### src/fls_pkg.sv
// Shared constants and carrier types of the fault limit and retry supervisor.
// Assumes a 100 MHz core clock and a two-wire management bus on pins.
package fls_pkg;

  // ----------------------------------------------------------------
  // Command codes
  // ----------------------------------------------------------------
  localparam logic [7:0] CMD_UC_PEAK_THR = 8'h4B;  // Under-current peak, word
  localparam logic [7:0] CMD_OT_FLT_THR  = 8'h4F;  // Over-temp fault, word
  localparam logic [7:0] CMD_OT_REACT    = 8'h50;  // Over-temp reaction, byte
  localparam logic [7:0] CMD_OT_WARN_THR = 8'h51;  // Over-temp warning, word
  localparam logic [7:0] CMD_UT_WARN_THR = 8'h52;  // Under-temp warning, word

  // ----------------------------------------------------------------
  // Reset values (none given, neutral zero)
  // ----------------------------------------------------------------
  localparam logic [15:0] RST_THR   = 16'h0000;
  localparam logic [7:0]  RST_REACT = 8'h00;

  // ----------------------------------------------------------------
  // Reaction byte layout
  // ----------------------------------------------------------------
  localparam int RESP_MODE_LSB  = 6;              // Bits 7:6
  localparam int RESP_RETRY_LSB = 3;              // Bits 5:3
  localparam int RESP_TIME_LSB  = 0;              // Bits 2:0
  localparam logic [1:0] MODE_RETRY    = 2'h2;    // Disable and retry
  localparam logic [1:0] MODE_SHUTDOWN = 2'h3;    // Disable until cleared
  localparam logic [2:0] RETRY_NONE    = 3'h0;    // No restart
  localparam logic [2:0] RETRY_ALWAYS  = 3'h7;    // Restart without limit

  // ----------------------------------------------------------------
  // Timing
  // ----------------------------------------------------------------
  localparam longint CLK_HZ        = 100_000_000;
  localparam longint RETRY_STEP_MS = 35;          // One retry time step
  localparam longint RETRY_STEP_CYC_L = (RETRY_STEP_MS * CLK_HZ) / 64'd1000;
  localparam logic [31:0] RETRY_STEP_CYC = RETRY_STEP_CYC_L[31:0];

  // ----------------------------------------------------------------
  // Bus address (arbitrary default)
  // ----------------------------------------------------------------
  localparam logic [6:0] BUS_ADDR = 7'h2A;

  // ----------------------------------------------------------------
  // Carrier types
  // ----------------------------------------------------------------
  typedef struct packed {
    logic [1:0] mode;     // Interruption mode
    logic [2:0] retries;  // Restart attempts
    logic [2:0] rtime;    // Delay code, (code+1) steps
  } fls_resp_t;

  typedef struct packed {
    logic ot_fault;       // Over-temperature fault
    logic uc_fault;       // Under-current fault
    logic ot_warn;        // Over-temperature warning
    logic ut_warn;        // Under-temperature warning
  } fls_status_t;

  typedef enum logic [1:0] {
    RS_RUN   = 2'h0,      // Output allowed
    RS_WAIT  = 2'h1,      // Off, counting retry delay
    RS_LATCH = 2'h3       // Off until cleared
  } fls_rstate_t;

  typedef enum logic [2:0] {
    BS_IDLE = 3'h0,       // Not addressed
    BS_RX   = 3'h1,       // Shifting in a byte
    BS_ACK  = 3'h3,       // Driving acknowledge
    BS_TX   = 3'h2,       // Shifting out a byte
    BS_RACK = 3'h6        // Sampling host acknowledge
  } fls_bstate_t;

endpackage : fls_pkg

### src/fls_top.sv
// Fault limit supervisor: management bus slave, limit registers,
// temperature and phase current compares, alert and retry control.
// Assumes scl/sda arrive from pins; measurements arrive on clk.
//
// Functional notes
// - Per-phase under-current threshold, either phase faults
// - Combined under-current limit is twice programmed
// - Word over-temperature fault threshold in Linear
// - Byte over-temperature reaction setting
// - Any reaction mode pulls alert, sets status
// - Disable-and-retry turns output off immediately
// - Retry field sets number of restarts
// - Zero retries: stay off until cleared
// - All ones retries forever until disabled
// - Retry spacing is (code+1) times 35 ms
// - Word over-temperature warning threshold in Linear
// - Word under-temperature warning threshold in Linear
`timescale 1ns/10ps
module fls_top #(
  parameter logic [6:0]  DEV_ADDR = fls_pkg::BUS_ADDR,
  parameter logic [31:0] STEP_CYC = fls_pkg::RETRY_STEP_CYC
) (
  input  wire logic                clk,
  input  wire logic                resetn,
  input  wire logic                scl_in,
  input  wire logic                sda_in,
  output logic                     sda_out,
  output logic                     sda_oe,
  input  wire logic [15:0]         temp_lin,
  input  wire logic [15:0]         iph0_lin,
  input  wire logic [15:0]         iph1_lin,
  input  wire logic                on_req,
  input  wire logic                clear_faults,
  output logic                     out_en,
  output fls_pkg::fls_status_t     status,
  output logic                     alert_out_n,
  output logic [15:0]              uc_combined_lim
);

  // ----------------------------------------------------------------
  // Linear to signed fixed point, 16 fraction bits
  // ----------------------------------------------------------------
  function automatic logic signed [47:0] lin_fx(input logic [15:0] w);
    logic signed [47:0] m;
    logic signed [5:0]  ex;
    logic        [5:0]  neg;
    m   = {{37{w[10]}}, w[10:0]} <<< 16;
    ex  = {w[15], w[15:11]};
    neg = 6'h0 - ex;
    if (ex < 0) begin
      lin_fx = m >>> neg;
    end else begin
      lin_fx = m <<< ex;
    end
  endfunction : lin_fx

  // ----------------------------------------------------------------
  // Pin synchronisers and edge detect
  // ----------------------------------------------------------------
  logic [1:0] scl_sync_ff, sda_sync_ff;  // Two-stage synchronisers
  logic       scl_d_ff, sda_d_ff;        // Previous settled level

  always_ff @(posedge clk or negedge resetn) begin
    if (!resetn) begin
      scl_sync_ff <= 2'h3;
      sda_sync_ff <= 2'h3;
      scl_d_ff    <= 1'b1;
      sda_d_ff    <= 1'b1;
    end else begin
      scl_sync_ff <= {scl_sync_ff[0], scl_in};
      sda_sync_ff <= {sda_sync_ff[0], sda_in};
      scl_d_ff    <= scl_sync_ff[1];
      sda_d_ff    <= sda_sync_ff[1];
    end
  end

  wire scl_s    = scl_sync_ff[1];            // Settled clock level
  wire sda_s    = sda_sync_ff[1];            // Settled data level
  wire scl_rise = scl_s & ~scl_d_ff;
  wire scl_fall = ~scl_s & scl_d_ff;
  wire start_c  = scl_s & scl_d_ff & ~sda_s & sda_d_ff;  // Data falls, clock high
  wire stop_c   = scl_s & scl_d_ff & sda_s & ~sda_d_ff;  // Data rises, clock high

  // ----------------------------------------------------------------
  // Limit registers
  // ----------------------------------------------------------------
  logic [15:0]        uc_peak_thr_ff;        // Per-phase under-current
  logic [15:0]        ot_fault_thr_ff;       // Over-temp fault
  fls_pkg::fls_resp_t ot_react_ff;           // Over-temp reaction
  logic [15:0]        ot_warn_thr_ff;        // Over-temp warning
  logic [15:0]        ut_warn_thr_ff;        // Under-temp warning

  // ----------------------------------------------------------------
  // Bus engine state
  // ----------------------------------------------------------------
  fls_pkg::fls_bstate_t bs_ff;               // Bit phase
  logic [3:0]           cnt_ff;              // Bit count in byte
  logic [7:0]           sh_ff;               // Receive shift register
  logic [7:0]           tx_ff;               // Byte being sent
  logic [1:0]           nbyte_ff;            // Bytes received so far
  logic                 rd_ff;               // Read direction
  logic                 hi_ff;               // Next read byte is high
  logic [7:0]           cmd_ff;              // Selected command
  logic [7:0]           lo_ff;               // Held low data byte
  logic                 oe_ff;               // Drive data low

  // Received byte including the bit sampled last
  wire [7:0] rx_byte = sh_ff;
  wire addr_hit = (rx_byte[7:1] == DEV_ADDR);

  // Byte commands commit on the first data byte, words on the second
  wire is_byte_cmd = (cmd_ff == fls_pkg::CMD_OT_REACT);
  wire wr_byte = (bs_ff == fls_pkg::BS_RX) & scl_fall & (cnt_ff == 4'h8)
               & ~rd_ff & (nbyte_ff == 2'h2) & is_byte_cmd;
  wire wr_word = (bs_ff == fls_pkg::BS_RX) & scl_fall & (cnt_ff == 4'h8)
               & ~rd_ff & (nbyte_ff == 2'h3) & ~hi_ff & ~is_byte_cmd;

  // Read data selection; unknown commands answer zero
  logic [15:0] rd_word;
  assign rd_word =
    (cmd_ff == fls_pkg::CMD_UC_PEAK_THR) ? uc_peak_thr_ff  :
    (cmd_ff == fls_pkg::CMD_OT_FLT_THR)  ? ot_fault_thr_ff :
    (cmd_ff == fls_pkg::CMD_OT_REACT)    ? {8'h00, ot_react_ff} :
    (cmd_ff == fls_pkg::CMD_OT_WARN_THR) ? ot_warn_thr_ff  :
    (cmd_ff == fls_pkg::CMD_UT_WARN_THR) ? ut_warn_thr_ff  :
    16'h0000;
  wire [7:0] rd_byte = hi_ff ? rd_word[15:8] : rd_word[7:0];

  // ----------------------------------------------------------------
  // Bus engine; acts on settled clock edges and on start and stop conditions
  // ----------------------------------------------------------------
  always_ff @(posedge clk or negedge resetn) begin
    if (!resetn) begin
      bs_ff    <= fls_pkg::BS_IDLE;
      cnt_ff   <= 4'h0;
      sh_ff    <= 8'h00;
      tx_ff    <= 8'h00;
      nbyte_ff <= 2'h0;
      rd_ff    <= 1'b0;
      hi_ff    <= 1'b0;
      cmd_ff   <= 8'h00;
      lo_ff    <= 8'h00;
      oe_ff    <= 1'b0;
    end else if (start_c) begin
      // Start or repeated start keeps the selected command
      bs_ff    <= fls_pkg::BS_RX;
      cnt_ff   <= 4'h0;
      nbyte_ff <= 2'h0;
      rd_ff    <= 1'b0;
      hi_ff    <= 1'b0;
      oe_ff    <= 1'b0;
    end else if (stop_c) begin
      bs_ff <= fls_pkg::BS_IDLE;
      oe_ff <= 1'b0;
    end else begin
      unique case (bs_ff)
        fls_pkg::BS_IDLE: oe_ff <= 1'b0;
        fls_pkg::BS_RX: begin
          if (scl_rise) begin
            sh_ff  <= {sh_ff[6:0], sda_s};
            cnt_ff <= cnt_ff + 4'h1;
          end else if (scl_fall && cnt_ff == 4'h8) begin
            cnt_ff   <= 4'h0;
            nbyte_ff <= (nbyte_ff == 2'h3) ? 2'h3 : nbyte_ff + 2'h1;
            if (nbyte_ff == 2'h0) begin
              // Address byte: acknowledge only our own
              if (addr_hit) begin
                rd_ff <= rx_byte[0];
                oe_ff <= 1'b1;
                bs_ff <= fls_pkg::BS_ACK;
              end else begin
                bs_ff <= fls_pkg::BS_IDLE;
              end
            end else begin
              if (nbyte_ff == 2'h1) begin
                cmd_ff <= rx_byte;
              end
              if (nbyte_ff == 2'h2) begin
                lo_ff <= rx_byte;
              end
              // Word done; later bytes are acknowledged but dropped
              if (nbyte_ff == 2'h3 && !rd_ff) begin
                hi_ff <= 1'b1;
              end
              oe_ff <= 1'b1;
              bs_ff <= fls_pkg::BS_ACK;
            end
          end
        end
        fls_pkg::BS_ACK: begin
          if (scl_fall) begin
            if (rd_ff) begin
              // First data bit goes out on the same falling edge
              tx_ff  <= rd_byte;
              oe_ff  <= ~rd_byte[7];
              cnt_ff <= 4'h1;
              bs_ff  <= fls_pkg::BS_TX;
            end else begin
              oe_ff <= 1'b0;
              bs_ff <= fls_pkg::BS_RX;
            end
          end
        end
        fls_pkg::BS_TX: begin
          if (scl_fall) begin
            if (cnt_ff == 4'h8) begin
              oe_ff <= 1'b0;
              hi_ff <= ~hi_ff;
              bs_ff <= fls_pkg::BS_RACK;
            end else begin
              oe_ff  <= ~tx_ff[3'h7 - cnt_ff[2:0]];
              cnt_ff <= cnt_ff + 4'h1;
            end
          end
        end
        fls_pkg::BS_RACK: begin
          if (scl_rise && sda_s) begin
            // Host NACK ends the read
            bs_ff <= fls_pkg::BS_IDLE;
          end else if (scl_fall) begin
            tx_ff  <= rd_byte;
            oe_ff  <= ~rd_byte[7];
            cnt_ff <= 4'h1;
            bs_ff  <= fls_pkg::BS_TX;
          end
        end
        default: bs_ff <= fls_pkg::BS_IDLE;
      endcase
    end
  end

  // Open-drain: only ever pull low
  assign sda_out = 1'b0;
  assign sda_oe  = oe_ff;

  // ----------------------------------------------------------------
  // Limit register writes
  // ----------------------------------------------------------------
  wire [15:0] wdata = {rx_byte, lo_ff};   // Low byte first on the wire

  always_ff @(posedge clk or negedge resetn) begin
    if (!resetn) begin
      uc_peak_thr_ff  <= fls_pkg::RST_THR;
      ot_fault_thr_ff <= fls_pkg::RST_THR;
      ot_react_ff     <= fls_pkg::RST_REACT;
      ot_warn_thr_ff  <= fls_pkg::RST_THR;
      ut_warn_thr_ff  <= fls_pkg::RST_THR;
    end else begin
      if (wr_byte) begin
        ot_react_ff <= rx_byte;
      end
      if (wr_word && cmd_ff == fls_pkg::CMD_UC_PEAK_THR) begin
        uc_peak_thr_ff <= wdata;
      end
      if (wr_word && cmd_ff == fls_pkg::CMD_OT_FLT_THR) begin
        ot_fault_thr_ff <= wdata;
      end
      if (wr_word && cmd_ff == fls_pkg::CMD_OT_WARN_THR) begin
        ot_warn_thr_ff <= wdata;
      end
      if (wr_word && cmd_ff == fls_pkg::CMD_UT_WARN_THR) begin
        ut_warn_thr_ff <= wdata;
      end
    end
  end

  // ----------------------------------------------------------------
  // Limit compares
  // ----------------------------------------------------------------
  wire signed [47:0] t_fx  = lin_fx(temp_lin);
  wire signed [47:0] uc_fx = lin_fx(uc_peak_thr_ff);
  wire uc_hit = (lin_fx(iph0_lin) < uc_fx) | (lin_fx(iph1_lin) < uc_fx);
  wire ot_hit = (t_fx > lin_fx(ot_fault_thr_ff));
  wire ow_hit = (t_fx > lin_fx(ot_warn_thr_ff));
  wire uw_hit = (t_fx < lin_fx(ut_warn_thr_ff));

  // Doubling in Linear is one step of exponent; mantissa kept
  assign uc_combined_lim = {uc_peak_thr_ff[15:11] + 5'h01,
                            uc_peak_thr_ff[10:0]};

  // ----------------------------------------------------------------
  // Sticky status; a new event wins over a clear
  // ----------------------------------------------------------------
  fls_pkg::fls_status_t st_ff, hit;
  logic                 ot_d_ff;              // Previous fault compare

  assign hit = '{ot_fault: ot_hit, uc_fault: uc_hit,
                 ot_warn: ow_hit, ut_warn: uw_hit};

  always_ff @(posedge clk or negedge resetn) begin
    if (!resetn) begin
      st_ff   <= '0;
      ot_d_ff <= 1'b0;
    end else begin
      st_ff   <= hit | (clear_faults ? '0 : st_ff);
      ot_d_ff <= ot_hit;
    end
  end

  assign status      = st_ff;
  // Alert follows any latched bit, whatever reaction mode is set
  assign alert_out_n = ~(|st_ff);

  // ----------------------------------------------------------------
  // Reaction sequencer; warnings never reach it
  // ----------------------------------------------------------------
  wire ot_trig = ot_hit & ~ot_d_ff;

  fls_retry #(
    .STEP_CYC (STEP_CYC)
  ) u_retry (
    .clk        (clk),
    .resetn     (resetn),
    .fault_trig (ot_trig),
    .resp       (ot_react_ff),
    .on_req     (on_req),
    .clear      (clear_faults),
    .out_en     (out_en)
  );

endmodule : fls_top

### src/fls_retry.sv
// Fault reaction sequencer: shutdown, retry delay and retry counting.
// Assumes fault_trig is a one-cycle pulse on the core clock.
`timescale 1ns/10ps
module fls_retry #(
  parameter logic [31:0] STEP_CYC = fls_pkg::RETRY_STEP_CYC
) (
  input  wire logic              clk,
  input  wire logic              resetn,
  input  wire logic              fault_trig,
  input  wire fls_pkg::fls_resp_t resp,
  input  wire logic              on_req,
  input  wire logic              clear,
  output logic                   out_en
);

  // ----------------------------------------------------------------
  // State and counters
  // ----------------------------------------------------------------
  fls_pkg::fls_rstate_t st_ff, nxt_st;   // Sequencer state
  logic [31:0] step_ff, nxt_step;        // Cycles left in step
  logic [2:0]  slot_ff, nxt_slot;        // Steps left in delay
  logic [2:0]  used_ff, nxt_used;        // Restarts made so far

  wire is_retry = (resp.mode == fls_pkg::MODE_RETRY);
  wire is_shut  = (resp.mode == fls_pkg::MODE_SHUTDOWN);
  wire no_retry = (resp.retries == fls_pkg::RETRY_NONE);
  wire forever_ = (resp.retries == fls_pkg::RETRY_ALWAYS);
  wire spent    = ~forever_ & (used_ff == resp.retries);
  wire delay_done = (step_ff == 32'h0000_0000) & (slot_ff == 3'h0);

  // ----------------------------------------------------------------
  // Next state
  // ----------------------------------------------------------------
  always_comb begin
    nxt_st   = st_ff;
    nxt_step = step_ff;
    nxt_slot = slot_ff;
    nxt_used = used_ff;
    if (!on_req) begin
      // Disabled output ends any retry run
      nxt_st   = fls_pkg::RS_RUN;
      nxt_used = 3'h0;
    end else begin
      unique case (st_ff)
        fls_pkg::RS_RUN: begin
          if (clear) begin
            nxt_used = 3'h0;
          end
          if (fault_trig && is_retry) begin
            if (no_retry || spent) begin
              nxt_st = fls_pkg::RS_LATCH;
            end else begin
              // Off at once, delay of (code+1) steps
              nxt_st   = fls_pkg::RS_WAIT;
              nxt_step = STEP_CYC - 32'h0000_0001;
              nxt_slot = resp.rtime;
            end
          end else if (fault_trig && is_shut) begin
            nxt_st = fls_pkg::RS_LATCH;
          end
        end
        fls_pkg::RS_WAIT: begin
          if (delay_done) begin
            nxt_st = fls_pkg::RS_RUN;
            // Count limited runs only; unlimited mode never reads it
            if (!forever_) begin
              nxt_used = used_ff + 3'h1;
            end
          end else if (step_ff == 32'h0000_0000) begin
            nxt_step = STEP_CYC - 32'h0000_0001;
            nxt_slot = slot_ff - 3'h1;
          end else begin
            nxt_step = step_ff - 32'h0000_0001;
          end
        end
        fls_pkg::RS_LATCH: begin
          if (clear) begin
            nxt_st   = fls_pkg::RS_RUN;
            nxt_used = 3'h0;
          end
        end
        default: nxt_st = fls_pkg::RS_LATCH;
      endcase
    end
  end

  // ----------------------------------------------------------------
  // Registers
  // ----------------------------------------------------------------
  always_ff @(posedge clk or negedge resetn) begin
    if (!resetn) begin
      st_ff   <= fls_pkg::RS_RUN;
      step_ff <= 32'h0000_0000;
      slot_ff <= 3'h0;
      used_ff <= 3'h0;
    end else begin
      st_ff   <= nxt_st;
      step_ff <= nxt_step;
      slot_ff <= nxt_slot;
      used_ff <= nxt_used;
    end
  end

  // Output drops in the same cycle the state leaves run
  assign out_en = on_req & (st_ff == fls_pkg::RS_RUN);

endmodule : fls_retry

### config.mk
export PLATFORM = sky130hd
export DESIGN_NAME = fls_top
export DESIGN_NICKNAME = d
export VERILOG_FILES = /design/src/fls_pkg.sv /design/src/fls_top.sv /design/src/fls_retry.sv
export SDC_FILE = /design/constraint.sdc
export NUM_CORES = 1
export LEC_CHECK = 0
export BUFFER_PORTS_ARGS = -buffer_cell sky130_fd_sc_hd__buf_2
export CORE_MARGIN = 4
export CORE_UTILIZATION = 60
export DETAILED_ROUTE_END_ITERATION = 6
export PLACE_DENSITY = 0.77
export RECOVER_POWER = 100
export SYNTH_ARGS = -nofsm -noshare
export SYNTH_HDL_FRONTEND = slang
export SYNTH_SLANG_ARGS = --single-unit
### constraint.sdc
create_clock -name clk -period 6.6 [get_ports clk]
set_input_delay 0.66 -clock clk [delete_from_list [all_inputs] [get_ports clk]]
set_output_delay 0.66 -clock clk [all_outputs]
set_load 0.02 [all_outputs]
==> impl_results.rst, run 1 <==
.. list-table::
   :header-rows: 1

   * - Metric
     - Value
   * - Hold buffer count at cts
     - 0
   * - Pre-Repair DR Iteration Count
     - 6
   * - Max-slew headroom
     - -2.31
   * - Simple-gate share of the synthesized area
     - 0.214
   * - Root Buffer
     - sky130_fd_sc_hd__clkbuf_16
   * - Count of port buffers added during placement
     - 76
   * - Clock period minus final worst setup slack
     - 6.23 ns
   * - Summed instance area of the synthesized netlist
     - 24800 sq um
   * - Highest Clock Rate
     - 160 MHz
   * - Routability congestion estimate
     - 1.05
   * - Die X
     - 211 microns
   * - Power density of the placed cells
     - 138 nW/um^2
   * - Starting utilization of the core area
     - 0.607
   * - Die Area
     - 44600 sq um
   * - CP startpoint kind
     - register
   * - Delay of the slowest critical-path stage
     - 0.65 ns
   * - Number of placement rows
     - 74
   * - Layout fillers
     - 3752
   * - Via Count
     - 26.7k
   * - Tightest Pin Transition
     - 4.97 ns
   * - TritonCTS clock tree
     - yes
   * - Net count of the mapped netlist
     - 3707
   * - Class of the most critical setup path
     - reg2reg
   * - Area leader, netlist
     - sky130_fd_sc_hd__dfrtp_1
   * - Number of antenna-violating nets in the routed design
     - 0
   * - Compound-Gate Fraction of Synth Area
     - 0.288
   * - Final cycle utilization of the critical path
     - 0.945
   * - Main area contributors after synthesis
     - sky130_fd_sc_hd__dfrtp_1, sky130_fd_sc_hd__ha_1, sky130_fd_sc_hd__a21oi_1
   * - Required time reported for the critical path endpoint
     - 6.92 ns
   * - Syn_area_per_cell
     - 7.26 sq um
   * - Total leakage power
     - 10.7 nW
   * - Core footprint
     - 40800 sq um
   * - Via count of the first global-routing pass
     - 24.2k
   * - Post-CTS repair timing setup buffer count
     - 0
   * - Number of max-cap violations
     - 1
   * - Worst VDD drop
     - 0.230 mV
   * - Reg clk slew, reported paths
     - 0.07 ns
   * - Async set-reset flop share out of synthesis
     - 1.00
   * - CP endpoint kind
     - register
   * - Number of clock buffers inserted by TritonCTS
     - 17
   * - Most common cell type on the critical path
     - sky130_fd_sc_hd__nor2_1
   * - Clock latency reported for the late side of the worst-skew pair
     - 0.43 ns
   * - Violated checks
     - max-capacitance violations, max-slew violations
   * - Total of flip-flops plus latches after synthesis
     - 167
   * - DRT Wirelength
     - 85300 microns
   * - Hpwl dp
     - 66700 microns
   * - Main combinational cell family by area after synthesis
     - compound AO/OA/AOI/OAI gates
   * - Initial detailed-routing violation count
     - 3813
   * - Warning count from the yosys run
     - 0
   * - Hold Fails Final Rpt
     - 0
   * - Count of unique library cells instantiated by Yosys
     - 89
   * - Final setup violation count
     - 0
   * - Worst Path Max Fanout
     - 18
   * - Vias per Instance
     - 6.91
   * - Number of nets in the layout
     - 3615
   * - Fraction of layout instances using a drive strength above 1
     - 0.104
   * - Fin. max-slew vios
     - 110
   * - Layout area overhead
     - 4.10%
   * - TritonCTS Sinks
     - 167
   * - Global-route total usage across every layer
     - 0.361
   * - Wire length of the first global-routing pass
     - 132000 microns
   * - CP max-delay cell
     - sky130_fd_sc_hd__mux2i_1
   * - Overall power consumption
     - 0.00357 W
   * - Unrepaired setup endpoints after global routing
     - no
   * - Arrival time at the worst endpoint
     - 6.56 ns
   * - Number of enable-type register cells in the synthesized netlist
     - 0
   * - Maximum number of pins on one net before global-route repair
     - 110
   * - Initial antenna violation count
     - 0
   * - Sequence of cells on the critical path
     - inv_1, ha_1, and3_1, ha_1, nor2_1, buf_4, nor2_1, a21oi_1, nor2_1, a221oi_1, ha_1, a21oi_1, nor2_1, a211oi_1, o211ai_1, a21oi_1, mux2i_1, o31a_1, clkbuf_2, o31ai_1, a22o_1
   * - H-tree depth
     - 4
   * - Number of diodes
     - 0
   * - Final core utilization
     - 0.632
   * - Proportion of synthesized chip area in sequential cells
     - 0.169
   * - Total Negative Setup Slacks
     - 0 ns
   * - Outcome
     - complete, but fails checks
   * - Final clock skew
     - 0.00986 ns
   * - Overflow after GRT
     - 0
   * - Post-synthesis share of cell area spent on xor and xnor gates
     - 0.0109
   * - Post-synth top area share
     - 0.162
   * - Maximum number of buffers from clock root to sink
     - 2
   * - Ports placed on the boundary
     - 78
   * - Die Height
     - 211 microns
   * - Primary flip-flop cell chosen by synthesis mapping
     - sky130_fd_sc_hd__dfrtp_1
   * - Detailed-route DRC error count
     - 0
   * - Cells resized by post-CTS repair
     - 0
   * - Synth Instances
     - 3416
   * - Detailed-route wire length per cell
     - 22.1 microns
   * - Synthesized-area fraction occupied by adder cells
     - 0.120
   * - Path category of the worst min-delay check
     - in2reg
   * - Post-synthesis mux area share
     - 0.146
==> Yosys cell counts (38+ instances only) <==
library cell,n
sky130_fd_sc_hd__nor3_1,81
sky130_fd_sc_hd__nand2_1,399
sky130_fd_sc_hd__ha_1,237
sky130_fd_sc_hd__nor2_1,370
sky130_fd_sc_hd__mux2i_1,137
sky130_fd_sc_hd__a21o_1,45
sky130_fd_sc_hd__dfrtp_1,161
sky130_fd_sc_hd__inv_1,72
sky130_fd_sc_hd__o21ai_0,352
sky130_fd_sc_hd__mux2_2,135
sky130_fd_sc_hd__clkbuf_1,193
sky130_fd_sc_hd__a31oi_1,44
sky130_fd_sc_hd__nand3_1,73
sky130_fd_sc_hd__o31ai_1,41
sky130_fd_sc_hd__a211oi_1,38
sky130_fd_sc_hd__nor2b_1,39
sky130_fd_sc_hd__a21oi_1,383
==> state kept, by name (all words and copies together) (netlist names), 4 cells and up <==
name and cells:
rx_byte 8, cmd_ff 8, status 4, ot_react_ff 8
uc_peak_thr_ff 16, ot_fault_thr_ff 16, u_retry.step_ff 32, cnt_ff 4
lo_ff 8, tx_ff 8, ot_warn_thr_ff 16, ut_warn_thr_ff 16
==> cells in the final DEF (no fill, tap or decap), types with 45 or more instances in the layout <==
cell,synthesis,routed
sky130_fd_sc_hd__a21o_1,45,45
sky130_fd_sc_hd__a21oi_1,383,383
sky130_fd_sc_hd__buf_2,11,53
sky130_fd_sc_hd__buf_4,15,58
sky130_fd_sc_hd__ha_1,237,237
sky130_fd_sc_hd__mux2_2,135,130
sky130_fd_sc_hd__mux2i_1,137,137
sky130_fd_sc_hd__nor3_1,81,81
sky130_fd_sc_hd__dfrtp_1,161,161
sky130_fd_sc_hd__nor2_1,370,370
sky130_fd_sc_hd__nand3_1,73,73
sky130_fd_sc_hd__inv_1,72,72
sky130_fd_sc_hd__o21ai_0,352,354
sky130_fd_sc_hd__nand2_1,399,399
==> cells by family after synthesis <==
group,after synthesis
other,1
AND/OR/NAND/NOR,1168
XOR/XNOR,31
multiplexers,304
buffers and inverters,328
adder cells (fa/ha/maj),237
flip-flops,167
AO/OA/AOI/OAI,1180
==> metrics by stage <==
| step | hold WS (ns) | setup WS [ns] | area [sq um] | instances |
|---|---|---|---|---|
| final | 0.325 | 0.366 | 25800 | 3869 |
| after global placement | 0.346 | 0.502 | 25300 | 3837 |
| after detailed placement | 0.347 | 0.252 | 25300 | 3837 |
| after CTS | 0.312 | 0.625 | 25900 | 3869 |
| after global routing | 0.313 | 0.0769 | 25800 | 3869 |
| after floorplan | 0.345 | 0.997 | 24800 | 3416 |
==> per-layer routing <==
metal / vias to the layer above / global-route usage / wire [microns]
li1: 12500 / - / -
met1: 12600 / 0.509 / 35700
met2: 1446 / 0.576 / 38800
met3: 234 / 0.0459 / 7730
met4: 0 / 0.124 / 3150
met5: - / 0 / 0
==> critical path, delay by kind of cell (launching register included) <==
family / cells / cell delay (ns)
flops: 1 / 0.60
buf+inv: 3 / 0.96
mux: 1 / 0.65
fa+ha+maj: 3 / 1.01
simple gates: 5 / 0.69
compound gates: 9 / 2.19
==> path summary, 6_finish.rpt <==
path | slack [ns] | to | depth (start not counted) | from
worst max-delay path | 0.37 | u_retry.step_ff[30] | 21 | ot_fault_thr_ff[12]
worst min-delay path | 0.32 | sda_sync_ff[0] | 1 | sda_in
worst max register to register | 0.37 | u_retry.step_ff[30] | 21 | ot_fault_thr_ff[12]
worst min register to register | 0.36 | scl_sync_ff[1] | 0 | scl_sync_ff[0]
max in group asynchronous | 1.10 | ot_fault_thr_ff[14] | 2 | resetn
min in group asynchronous | 2.23 | u_retry.step_ff[22] | 1 | resetn
==> layout make-up <==
type	count	area [sq um]	share of cell area
Tap cell	532	666	0.0258
Timing Repair Buffer	137	806	0.0312
Multi-Input combinational cell	2921	19300	0.747
Clock inverter	14	140	0.00543
Clock buffer	18	429	0.0166
Sequential cell	167	4190	0.162
Inverter	80	300	0.0116
==> power by group <==
| part | total, W | switching (W) | internal (W) |
|---|---|---|---|
| registers | 0.00116 | 0.0000820 | 0.00108 |
| logic | 0.00145 | 0.000927 | 0.000521 |
| clock network | 0.000964 | 0.000435 | 0.000529 |
(Power assumes the default switching activity.)
==> inputs of run 2 (changes only) <==
Settings changed: BUFFER_PORTS_ARGS -buffer_cell sky130_fd_sc_hd__buf_2 to -buffer_cell sky130_fd_sc_hd__clkbuf_2, CAP_MARGIN set to 20, CORE_UTILIZATION 60 to 25, PLACE_DENSITY 0.77 to unset.
==> impl_results.rst, run 2 (same netlist as run 1, synthesis figures left out) <==
.. list-table::
   :header-rows: 1

   * - Metric
     - Value
   * - Fraction of layout instances using a drive strength above 1
     - 0.110 (+0.00607)
   * - Violated checks
     - max-capacitance violations, max-slew violations
   * - TritonCTS clock tree
     - yes
   * - Number of antenna-violating nets in the routed design
     - 0 (unchanged)
   * - Starting utilization of the core area
     - 0.252 (-0.355)
   * - Required time reported for the critical path endpoint
     - 6.94 ns (+0.02 ns)
   * - Ports placed on the boundary
     - 78 (unchanged)
   * - Core footprint
     - 98400 sq um (+140%)
   * - Worst Path Max Fanout
     - 26 (+8)
   * - Unrepaired setup endpoints after global routing
     - no
   * - Outcome
     - complete, but fails checks
   * - Number of nets in the layout
     - 3631 (+0.44%)
   * - Pre-Repair DR Iteration Count
     - 6 (unchanged)
   * - Die Height
     - 323 microns (+53%)
   * - Total leakage power
     - 10.8 nW (+1.1%)
   * - Hpwl dp
     - 68900 microns (+3.4%)
   * - Detailed-route wire length per cell
     - 18.9 microns (-15%)
   * - Layout fillers
     - 10.8k (+190%)
   * - CP endpoint kind
     - register
   * - Final cycle utilization of the critical path
     - 0.915 (-0.0293)
   * - Worst VDD drop
     - 0.188 mV (-18%)
   * - Worst hold stages
     - 1 (unchanged)
   * - Register ranked first by flip-flop count
     - u_retry.step_ff
   * - Overflow after GRT
     - 0 (unchanged)
   * - Maximum number of buffers from clock root to sink
     - 2 (unchanged)
   * - Number of clock buffers inserted by TritonCTS
     - 17 (unchanged)
   * - Number of placement rows
     - 115 (+55%)
   * - Hold Fails Final Rpt
     - 0 (unchanged)
   * - Clock period minus final worst setup slack
     - 6.04 ns (-0.193 ns)
   * - Detailed-route DRC error count
     - 0 (unchanged)
   * - TritonCTS Sinks
     - 167 (unchanged)
   * - Max-slew headroom
     - -1.13 (+1.18)
   * - Reg clk slew, reported paths
     - 0.07 ns (about the same)
   * - Power density of the placed cells
     - 137 nW/um^2 (-0.85%)
   * - Leading cell types in the layout, fill and taps excluded
     - sky130_fd_sc_hd__nand2_1, sky130_fd_sc_hd__a21oi_1, sky130_fd_sc_hd__nor2_1
   * - Number of max-cap violations
     - 3 (+2)
   * - Flip-flop count of the largest register after layout
     - 32 (unchanged)
   * - Path category of the worst min-delay check
     - in2reg
   * - H-tree depth
     - 4 (unchanged)
   * - Total Negative Setup Slacks
     - 0 ns (unchanged)
   * - Logic depth of the worst register-to-register path
     - 17 (-19%)
   * - Die X
     - 323 microns (+53%)
   * - Sequential Area
     - 4190 sq um (unchanged)
   * - Vias per Instance
     - 5.56 (-20%)
   * - Die Area
     - 104000 sq um (+130%)
   * - Tightest Pin Transition
     - 3.20 ns (-1.76 ns)
   * - Arrival time at the worst endpoint
     - 6.38 ns (-0.18 ns)
   * - Via count of the first global-routing pass
     - 23.4k (-3.2%)
   * - Root Buffer
     - sky130_fd_sc_hd__clkbuf_16
   * - Initial antenna violation count
     - 0 (unchanged)
   * - Wire length of the first global-routing pass
     - 135000 microns (+2.5%)
   * - Clock latency reported for the late side of the worst-skew pair
     - 0.47 ns (+0.04 ns)
   * - Final clock skew
     - 0.0306 ns (+0.0207 ns)
   * - Final setup violation count
     - 0 (unchanged)
   * - Fin. max-slew vios
     - 172 (+56%)
   * - Via Count
     - 25.8k (-3.5%)
   * - Layout area overhead
     - 8.70%
   * - Maximum number of pins on one net before global-route repair
     - 70 (-36%)
   * - Initial detailed-routing violation count
     - 2574 (-32%)
   * - DRT Wirelength
     - 87500 microns (+2.5%)
   * - Cell area after layout
     - 27000 sq um (+4.4%)
   * - Placement Cell Area
     - 26300 sq um (+4.1%)
   * - Class of the most critical setup path
     - reg2reg
   * - Routability congestion estimate
     - 0.948 (-9.3%)
   * - CP startpoint kind
     - register
   * - Count of port buffers added during placement
     - 76 (unchanged)
   * - Highest Clock Rate
     - 166 MHz (+3.2%)
   * - Commonest non-fill, non-tap cell in the layout
     - sky130_fd_sc_hd__nand2_1
   * - Multi-input gate area in the final layout
     - 19300 sq um (about the same)
   * - Global-route total usage across every layer
     - 0.160 (-0.201)
==> run 2: path summary, 6_finish.rpt <==
check | endpoint | start | slack (ns)
worst max-delay path | u_retry.step_ff[23] | ot_fault_thr_ff[12] | 0.56
worst min-delay path | scl_sync_ff[0] | scl_in | 0.30
worst max register to register | u_retry.step_ff[23] | ot_fault_thr_ff[12] | 0.56
worst min register to register | sda_sync_ff[1] | sda_sync_ff[0] | 0.36
max in group asynchronous | status[3] | resetn | 1.86
min in group asynchronous | bs_ff[2] | resetn | 1.28
==> run 2: area by class of cell <==
| cell class | instances | share of cell area |
|---|---|---|
| flip-flops and latches | 167 | 0.155 |
| repair buffers | 153 | 0.0346 |
| inverters | 80 | 0.0111 |
| multi-input cells | 2921 | 0.716 |
| diodes | 1 | 0.0000928 |
| clock inverters | 13 | 0.00701 |
| well taps | 1287 | 0.0597 |
| clock buffers | 19 | 0.0164 |
==> run 2: where the power goes <==
| part | internal, W | total [W] | switching [W] |
|---|---|---|---|
| Clock | 0.000620 | 0.00110 | 0.000482 |
| Sequential | 0.00107 | 0.00115 | 0.0000750 |
| Combinational | 0.000536 | 0.00144 | 0.000908 |
==> run 2: per-layer routing <==
| metal | part of all wire | track usage |
|---|---|---|
| met5 | 0 | 0 |
| met4 | 0.028 | 0.0467 |
| met3 | 0.066 | 0.0235 |
| met2 | 0.45 | 0.258 |
| met1 | 0.46 | 0.223 |
==> run 2: worst max-delay path, cell delays in order (launching register included) <==
cell and delay (ns):
sky130_fd_sc_hd__dfrtp_1 0.60, sky130_fd_sc_hd__inv_1 0.30, sky130_fd_sc_hd__ha_1 0.60, sky130_fd_sc_hd__clkinv_1 0.31
sky130_fd_sc_hd__o21ai_0 0.45, sky130_fd_sc_hd__mux2i_1 0.24, sky130_fd_sc_hd__o21ai_0 0.39, sky130_fd_sc_hd__o21bai_1 0.15
sky130_fd_sc_hd__ha_1 0.33, sky130_fd_sc_hd__nand3_1 0.08, sky130_fd_sc_hd__nor2_1 0.13, sky130_fd_sc_hd__nand2_1 0.12
sky130_fd_sc_hd__o221a_2 0.32, sky130_fd_sc_hd__o21ai_0 0.15, sky130_fd_sc_hd__mux2i_1 0.23, sky130_fd_sc_hd__o31a_1 0.37
sky130_fd_sc_hd__or3_2 0.72, sky130_fd_sc_hd__o41ai_1 0.39
==> run 2: per-stage QoR <==
stage	power [W]	utilization	cells	worst slack [ns]	hold slack (ns)
final	0.00369	0.274	4641	0.559	0.297
after CTS	0.00369	0.274	4635	0.410	0.186
after detailed placement	0.00258	0.268	4603	0.443	0.350
after global placement	0.00256	0.268	4603	0.428	0.347
after global routing	0.00394	0.274	4640	0.109	0.279
after floorplan	0.00217	-	3416	0.997	0.345
==> run 2: what timing repair did <==
item / CTS / global route
buffers inserted: 0 / 0
endpoints found under the setup margin: 0 / 6
gates resized for setup: 0 / 2
hold buffers: 0 / 0
